===== src/adcrd_regs.svh =====
/*
 * Register offsets, field positions, reset values and timing counts of the
 * converter serial readout block.
 * Assumes a 50 MHz system clock and a byte-addressed register port.
 */
`ifndef ADCRD_REGS_SVH
`define ADCRD_REGS_SVH

// Register byte offsets
`define ADCRD_OFS_CFG 8'h00
`define ADCRD_OFS_MODE 8'h04
`define ADCRD_OFS_STATE 8'h08
`define ADCRD_OFS_RESULT 8'h0c

// Configuration register fields
`define ADCRD_CFG_SPAN 3
`define ADCRD_CFG_HIGHZ 2
`define ADCRD_CFG_TURBO 1
`define ADCRD_CFG_OVFLAG 0
`define ADCRD_CFG_RST 4'h1

// Mode register fields
`define ADCRD_MODE_STATUS_EN 0
`define ADCRD_MODE_BUSY_SEL 1

// Frame lengths in serial-clock falling edges
`define ADCRD_RESULT_BITS 5'h14
`define ADCRD_FRAME_BITS_STATUS 5'h1a
`define ADCRD_FRAME_W 26

// Timing: conversion time in ns, clock rate in MHz
`define ADCRD_CLK_MHZ 50
`define ADCRD_CONV_TIME_NS 500
`define ADCRD_CONV_CYC \
    ((`ADCRD_CONV_TIME_NS * `ADCRD_CLK_MHZ + 999) / 1000)

`endif


===== src/adcrd_pkg.sv =====
/*
 * Types shared by the converter serial readout block.
 * Assumes the constants of adcrd_regs.svh are in scope where needed.
 */
package adcrd_pkg;

    typedef enum logic [1:0] {
        MODE_TURBO,
        MODE_NOBUSY,
        MODE_BUSY
    } adcrd_mode_t;

    typedef enum logic [1:0] {
        ST_ACQ,
        ST_CONV,
        ST_READY
    } adcrd_state_t;

    // Turbo overrides the busy indicator selection
    function automatic adcrd_mode_t mode_of(input logic turbo,
                                            input logic busy_sel);
        if (turbo) begin
            return MODE_TURBO;
        end
        return busy_sel ? MODE_BUSY : MODE_NOBUSY;
    endfunction

endpackage


===== src/adcrd_readout.sv =====
/*
 * Serial readout of a successive-approximation converter, 3-wire modes:
 * turbo, without busy indicator, with busy indicator, plus six status bits.
 * Assumes convert_start and sck come from the host asynchronously and are
 * slow against clk; sample_data comes from the converter core on clk.
 */
// Design decisions made here: the strobed register port and the placing of the registers.
// Summary of operation
// - Six status bits follow each result only while status enable is 1.
// - Status bits go out MSB first on the fall after the result LSB.
// - Output releases after the sixth status bit.
// - An unfinished readout never blocks the next conversion start.
// - Status bits: overvoltage, span, high-Z, turbo, then two reserved.
// - Turbo enable 1 selects turbo in place of the busy-indicator mode.
// - Turbo shifts out the previous conversion result.
// - Convert-start rise starts a conversion and releases the output.
// - A started conversion completes regardless of convert-start.
// - Convert-start fall shows the MSB; each later fall shifts a bit.
// - Output releases after fall 20, or 26 with status bits.
// - Turbo and no-busy release at the last fall or convert-start rise.
// - Non-turbo modes need turbo 0; turbo is 0 after reset.
// - Busy mode keeps output released, then drives low at completion.
// - Busy mode: result on falls 1-20, release on extra fall or rise.
// - Span, high-Z and turbo enables are read/write, reset zero.
// - Overvoltage flag is active low, sticky, cleared by a later read.
`timescale 1ns/1ps
`default_nettype none
`include "adcrd_regs.svh"

module adcrd_readout #(
    parameter int CONV_CYC = `ADCRD_CONV_CYC,
    parameter int RES_W = 20
) (
    // Clock and reset
    input wire logic clk,
    input wire logic rstn,
    // Register port
    input wire logic [7:0] reg_addr,
    input wire logic [31:0] reg_wdata,
    input wire logic reg_wr,
    input wire logic reg_rd,
    output logic [31:0] reg_rdata,
    // Host pins
    input wire logic convert_start,
    input wire logic sck,
    output logic sdo_o,
    output logic sdo_oen,
    // Converter core
    input wire logic [RES_W-1:0] sample_data,
    input wire logic ov_event,
    // Status
    output logic converting,
    output logic powered_down
);

    localparam int FW = `ADCRD_FRAME_W;

    // Pin synchronisers and edge history
    logic cnv_s1_q, cnv_s2_q, cnv_s3_q;
    logic sck_s1_q, sck_s2_q, sck_s3_q;
    logic ov_s1_q, ov_s2_q;
    logic cnv_rise, cnv_fall, sck_fall;

    // Registers
    logic span_q, highz_q, turbo_q, ov_flag_q;
    logic status_en_q, busy_sel_q;
    logic [RES_W-1:0] result_q;

    // Readout
    adcrd_pkg::adcrd_state_t st_q;
    adcrd_pkg::adcrd_mode_t mode;
    logic [FW-1:0] shreg_q;
    logic [4:0] cnt_q;
    logic drv_q;
    logic [4:0] nbits;
    logic t_start, t_busy, t_done;

    // Frame image: result then status bits; the tail holds the status image even when unused
    function automatic logic [FW-1:0] frame_of(input logic [RES_W-1:0] r,
                                               input logic [5:0] s);
        frame_of = {r, s};
    endfunction

    always_ff @(posedge clk) begin
        if (!rstn) begin
            // Start history resets high: a pin held high through reset
            // must not look like a fresh start; a false fall is ignored
            cnv_s1_q <= 1'b1;
            cnv_s2_q <= 1'b1;
            cnv_s3_q <= 1'b1;
            sck_s1_q <= 1'b0;
            sck_s2_q <= 1'b0;
            sck_s3_q <= 1'b0;
            ov_s1_q <= 1'b0;
            ov_s2_q <= 1'b0;
        end else begin
            cnv_s1_q <= convert_start;
            cnv_s2_q <= cnv_s1_q;
            cnv_s3_q <= cnv_s2_q;
            sck_s1_q <= sck;
            sck_s2_q <= sck_s1_q;
            sck_s3_q <= sck_s2_q;
            ov_s1_q <= ov_event;
            ov_s2_q <= ov_s1_q;
        end
    end

    // Edges seen from the second stage on; the first stage feeds only it
    assign cnv_rise = cnv_s2_q && !cnv_s3_q;
    assign cnv_fall = !cnv_s2_q && cnv_s3_q;
    assign sck_fall = !sck_s2_q && sck_s3_q;

    assign mode = adcrd_pkg::mode_of(turbo_q, busy_sel_q);
    assign nbits = status_en_q ? `ADCRD_FRAME_BITS_STATUS
                               : `ADCRD_RESULT_BITS;

    // Rises during a conversion are ignored by the timer
    assign t_start = cnv_rise;

    adcrd_conv_timer #(
        .CYCLES(CONV_CYC)
    ) u_timer (
        .clk(clk),
        .rstn(rstn),
        .start(t_start),
        .busy(t_busy),
        .done(t_done)
    );

    // Configuration: enables reset to zero, so turbo is off after reset
    always_ff @(posedge clk) begin
        if (!rstn) begin
            span_q <= 1'b0;
            highz_q <= 1'b0;
            turbo_q <= 1'b0;
        end else if (reg_wr && reg_addr == `ADCRD_OFS_CFG) begin
            span_q <= reg_wdata[`ADCRD_CFG_SPAN];
            highz_q <= reg_wdata[`ADCRD_CFG_HIGHZ];
            turbo_q <= reg_wdata[`ADCRD_CFG_TURBO];
        end
    end

    always_ff @(posedge clk) begin
        if (!rstn) begin
            status_en_q <= 1'b0;
            busy_sel_q <= 1'b0;
        end else if (reg_wr && reg_addr == `ADCRD_OFS_MODE) begin
            status_en_q <= reg_wdata[`ADCRD_MODE_STATUS_EN];
            busy_sel_q <= reg_wdata[`ADCRD_MODE_BUSY_SEL];
        end
    end

    // Active-low sticky flag; an ongoing event wins over the clearing read
    always_ff @(posedge clk) begin
        if (!rstn) begin
            ov_flag_q <= 1'(`ADCRD_CFG_RST);
        end else if (ov_s2_q) begin
            ov_flag_q <= 1'b0;
        end else if (reg_rd && reg_addr == `ADCRD_OFS_CFG) begin
            ov_flag_q <= 1'b1;
        end
    end

    // Read data stand only in the cycle after the strobe
    always_ff @(posedge clk) begin
        if (!rstn) begin
            reg_rdata <= 32'h0;
        end else if (reg_rd) begin
            unique case (reg_addr)
                `ADCRD_OFS_CFG:
                    reg_rdata <= {28'h0, span_q, highz_q, turbo_q, ov_flag_q};
                `ADCRD_OFS_MODE:
                    reg_rdata <= {30'h0, busy_sel_q, status_en_q};
                `ADCRD_OFS_STATE:
                    reg_rdata <= {22'h0, cnt_q, 2'(mode), drv_q,
                                  st_q == adcrd_pkg::ST_READY, t_busy};
                `ADCRD_OFS_RESULT:
                    reg_rdata <= {{(32-RES_W){1'b0}}, result_q};
                default:
                    reg_rdata <= 32'h0;
            endcase
        end else begin
            reg_rdata <= 32'h0;
        end
    end

    // Last finished result, kept for turbo readout
    always_ff @(posedge clk) begin
        if (!rstn) begin
            result_q <= '0;
        end else if (t_done) begin
            result_q <= sample_data;
        end
    end

    // Conversion sequencing
    always_ff @(posedge clk) begin
        if (!rstn) begin
            st_q <= adcrd_pkg::ST_ACQ;
        end else begin
            unique case (st_q)
                adcrd_pkg::ST_ACQ,
                adcrd_pkg::ST_READY: begin
                    if (t_start) begin
                        st_q <= adcrd_pkg::ST_CONV;
                    end else if (st_q == adcrd_pkg::ST_READY && drv_q) begin
                        st_q <= adcrd_pkg::ST_ACQ;
                    end
                end
                adcrd_pkg::ST_CONV: begin
                    if (t_done) begin
                        st_q <= (mode == adcrd_pkg::MODE_TURBO)
                                ? adcrd_pkg::ST_ACQ
                                : adcrd_pkg::ST_READY;
                    end
                end
            endcase
        end
    end

    // Serial output; status image taken from the live configuration
    always_ff @(posedge clk) begin
        if (!rstn) begin
            shreg_q <= '0;
            cnt_q <= 5'h0;
            drv_q <= 1'b0;
            sdo_o <= 1'b0;
            sdo_oen <= 1'b1;
        end else if (cnv_rise) begin
            drv_q <= 1'b0;
            sdo_oen <= 1'b1;
            if (mode == adcrd_pkg::MODE_TURBO) begin
                shreg_q <= frame_of(result_q, {ov_flag_q, span_q, highz_q,
                                    turbo_q, 2'b00});
            end
        end else if (t_done && mode != adcrd_pkg::MODE_TURBO) begin
            shreg_q <= frame_of(sample_data, {ov_flag_q, span_q, highz_q,
                                turbo_q, 2'b00});
            if (mode == adcrd_pkg::MODE_BUSY) begin
                drv_q <= 1'b1;
                sdo_oen <= 1'b0;
                sdo_o <= 1'b0;
                cnt_q <= 5'h0;
            end
        end else if (cnv_fall && mode != adcrd_pkg::MODE_BUSY &&
                     (mode == adcrd_pkg::MODE_TURBO ||
                      st_q == adcrd_pkg::ST_READY)) begin
            drv_q <= 1'b1;
            sdo_oen <= 1'b0;
            sdo_o <= shreg_q[FW-1];
            shreg_q <= {shreg_q[FW-2:0], 1'b0};
            cnt_q <= 5'h1;
        end else if (sck_fall && drv_q) begin
            if (cnt_q == nbits) begin
                drv_q <= 1'b0;
                sdo_oen <= 1'b1;
            end else begin
                sdo_o <= shreg_q[FW-1];
                shreg_q <= {shreg_q[FW-2:0], 1'b0};
                cnt_q <= cnt_q + 5'h1;
            end
        end
    end

    // Status outputs, one cycle behind the timer
    always_ff @(posedge clk) begin
        if (!rstn) begin
            converting <= 1'b0;
            powered_down <= 1'b1;
        end else begin
            converting <= t_busy;
            powered_down <= !t_busy;
        end
    end
endmodule // adcrd_readout

`default_nettype wire


===== src/adcrd_conv_timer.sv =====
/*
 * Conversion timer: counts the conversion time from a start pulse and
 * gives a one-cycle done pulse at its end.
 * Assumes start comes from logic on the same clock.
 */
`timescale 1ns/1ps
`default_nettype none

module adcrd_conv_timer #(
    parameter int CYCLES = 25
) (
    // Clock and reset
    input wire logic clk,
    input wire logic rstn,
    // Control
    input wire logic start,
    output logic busy,
    output logic done
);

    localparam int CW = $clog2(CYCLES + 1);
    localparam logic [CW-1:0] LAST = CW'(CYCLES - 1);

    logic [CW-1:0] cnt_q;

    // A start while busy is ignored: a conversion always completes
    always_ff @(posedge clk) begin
        if (!rstn) begin
            busy <= 1'b0;
            cnt_q <= '0;
        end else if (!busy) begin
            busy <= start;
            cnt_q <= '0;
        end else if (cnt_q == LAST) begin
            busy <= 1'b0;
        end else begin
            cnt_q <= cnt_q + 1'b1;
        end
    end

    always_ff @(posedge clk) begin
        if (!rstn) begin
            done <= 1'b0;
        end else begin
            done <= busy && (cnt_q == LAST);
        end
    end

endmodule // adcrd_conv_timer

`default_nettype wire


===== config.mk =====
export PLATFORM = sky130hd
export DESIGN_NAME = adcrd_readout
export DESIGN_NICKNAME = d
export VERILOG_FILES = /design/src/adcrd_pkg.sv /design/src/adcrd_readout.sv /design/src/adcrd_conv_timer.sv
export VERILOG_INCLUDE_DIRS = /design/src
export SDC_FILE = /design/constraint.sdc
export NUM_CORES = 1
export LEC_CHECK = 0
export BUFFER_PORTS_ARGS = -buffer_cell sky130_fd_sc_hd__clkbuf_2
export CORE_ASPECT_RATIO = 0.7
export CORE_MARGIN = 2
export CORE_UTILIZATION = 40
export CTS_CLUSTER_SIZE = 12
export DETAILED_ROUTE_END_ITERATION = 16
export GPL_ROUTABILITY_DRIVEN = 0
export SYNTH_ARGS = -nofsm -noshare
export SYNTH_HDL_FRONTEND = slang
export SYNTH_HIERARCHICAL = 1
export SYNTH_SLANG_ARGS = --single-unit

===== constraint.sdc =====
create_clock -name clk -period 1.97 [get_ports clk]
set_clock_uncertainty 0.15 [all_clocks]
set_input_delay 0.394 -clock clk [delete_from_list [all_inputs] [get_ports clk]]
set_output_delay 0.394 -clock clk [all_outputs]
set_load 0.01 [all_outputs]

==> out/metrics.cfg <==
[run_status]
status=complete, no violations

[worst_setup_path]
critPathCaptureType=flop
crit_family=compound AO/OA/AOI/OAI gates
cp_max_fo=20
worstReg2RegStart=u_timer/done
cp_slowest_stage_delay_ns=0.45
crit_slowest_cell=a211o_2
path_cells=or2_2 > o22a_4 > a211o_2 > nand3_1 > a21oi_1
crit-reg2reg-capture=shreg_q[25]
crit_arrival_ns=2.00
r2r_cells=5
start_kind=flop
path_class=flop to flop
crit_required_ns=2.04
cp_num_buf_inv=0
r2r_slack_ns=0.05

[global_route]
overflow=0
grt_start_max_net_pins=28
grtUsageMet2_pct=25.7
use_met1_pct=26.4
grt_use_met3_pct=4.43
antenna_found_initial=0
track_usage_pct=18.0
grt_pass1_wl_mm=16.8
busiest_layer=met1
grt_pass1_vias=3367

[yosys]
ys_async_sr_fraction_pct=0
synth_enable_flop_cells=0
synth-xor-area-share_pct=0.200
synth-adder-area-share_pct=0.855
ys.flop_type=dfxtp_1
ys_seq_elements=97
synth_warnings=6
synth.distinct_cells=52
synth_top_family_by_area=simple AND/OR/NAND/NOR gates
yosys.area_share.simple_pct=21.3
yosys-mux-area-fraction_pct=14.7
syn_avg_cell_area_sq_um=9.01
syn_inst=487
synth-compound-area-share_pct=12.3
syn_area_sq_um=4390
synth-seq-area-share_pct=44.3

[finish]
final_cell_mix=dfxtp_1 (97), clkbuf_2 (62), mux2i_1 (60)
stdcell_area_sq_um=5210
fill_cells=1023
post-route-util_pct=49.6
drive_above_1_share_pct=22.5
nets=624
layout_commonest_cell=dfxtp_1
area_growth_pct=18.7
diodes=0

[floorplanning]
rows=31
core_region_area_sq_um=10500
die-area_sq_um=11800
die_w_um=129
ios=103
initial_core_util_pct=41.7
die_y_um=91.6

[placed_design]
dp_hpwl_mm=7.30
dpl_cell_area_sq_um=4890
io_buffers=62

[min_path]
worstHoldPathType=input port to flop
min_to=cnv_s1_q
hold_path_startpoint=convert_start
hold_depth=2

[drt]
drcViolationCount=0
drt_first_pass_iters=4
wire_per_inst_um=14.5
routed_wl_mm=10.3
via_count=3613
ant_nets=0
drt_iter0_drc=272
vias_per_cell=5.11

[timing]
setup_viol=0
rsz0062_at_grt=true
fmax_mhz=520
hold_viol_final=0
min_period_over_period_pct=97.6
final-max-slew-violation-count=0
fin_setup_tns_ns=0
finalCriticalPeriod_ns=1.92

[clocking]
cts_sinks=97
cts_setup_buffers=0
ctsRootBufferMaster=clkbuf_16
cts.clk_slew.worst_paths_ns=0.07
clkLatencyLatePin_ns=0.34
tritoncts=built
cts_max_path_buffers=2
htree_levels=3
cts_inserted_buffers=9

[power_and_ir_drop]
p_leak_nw=1.96
powerDensity_nw_per_um2=767
ir_drop_uv=370

[run]
drv_cap=0

-- stage by stage --
stage / hold slack [ns] / cells / total power [mW] / worst slack (ns)
global route: 0.0963 / 707 / 4.13 / -0.0492
global placement: 0.241 / 691 / 2.19 / -0.0241
detailed placement: 0.247 / 691 / 2.19 / -0.0556
finish: 0.0859 / 707 / 4.00 / 0.0477
floorplan: 0.236 / 498 / 2.13 / 0.0750
CTS: 0.0877 / 707 / 4.04 / 0.0638
-- cell usage after synthesis (3+ instances only) --
| cell | instances | area share, % |
|---|---|---|
| a21oi_1 | 29 | 3.3 |
| a31oi_1 | 4 | 0.57 |
| and2_1 | 17 | 2.4 |
| buf_1 | 3 | 0.26 |
| buf_2 | 10 | 1.1 |
| buf_4 | 16 | 2.7 |
| clkbuf_1 | 17 | 1.5 |
| dfxtp_1 | 97 | 44 |
| ha_1 | 3 | 0.86 |
| inv_1 | 3 | 0.26 |
| mux2i_1 | 60 | 14 |
| nand2_1 | 34 | 2.9 |
| nand2b_1 | 6 | 0.86 |
| nand3_1 | 31 | 3.5 |
| nand3b_1 | 3 | 0.51 |
| nand4_1 | 6 | 0.86 |
| nor2_1 | 49 | 4.2 |
| nor2b_1 | 8 | 1.1 |
| nor3_1 | 3 | 0.34 |
| o211ai_1 | 3 | 0.51 |
| o21ai_0 | 49 | 5.6 |
| or4_1 | 3 | 0.51 |
-- layer usage --
layer	wire length, um	vias to the layer above
li1	-	1799
met1	5300	1720
met2	4390	86
met3	456	8
met4	103	0
met5	0	-
-- registers in the layout, summed over array words and instances (netlist names), 2 cells and up --
signal	count
shreg_q	24
reg_rdata	20
result_q	20
cnt_q	5
u_timer/cnt_q	5
st_q	2
-- worst max path at each step --
stage	from	slack [ns]	endpoint	cells after the start
after global placement	reg_addr[7]	-0.02	turbo_q	6
after floorplan	reg_addr[7]	0.07	turbo_q	5
final	u_timer/done	0.05	shreg_q[25]	5
after detailed placement	reg_addr[7]	-0.06	highz_q	6
after CTS	u_timer/done	0.06	shreg_q[25]	5
after global routing	u_timer/done	-0.05	shreg_q[25]	5
-- power by group --
part           total (mW)  internal [mW]  switching, mW
sequential           1.98           1.97        0.00710
combinational       0.171         0.0632          0.108
clock                1.85           1.11          0.735
-- cell families (layout without fill, tap and decap cells) --
kind of cell,after synthesis,count (layout)
AND/OR/NAND/NOR,177,177
flip-flops,97,97
AO/OA/AOI/OAI,94,94
multiplexers,62,62
buffers and inverters,52,113
adder cells (fa/ha/maj),3,3
other,1,12
XOR/XNOR,1,1
-- what timing repair did --
action,in CTS,in global routing
endpoints found under the setup margin,0,12
hold buffers,0,0
gates resized for setup,0,1
-- cell type report --
type	instances	area, sq um	area share (%)
Clock buffer	11	233	4.47
Clock inverter	5	80.1	1.54
Inverter	5	20.0	0.384
Multi-Input combinational cell	349	2210	42.5
Sequential cell	97	1940	37.3
Tap cell	148	185	3.56
Timing Repair Buffer	92	536	10.3
No activity file was read; power rests on OpenSTA's default activity.
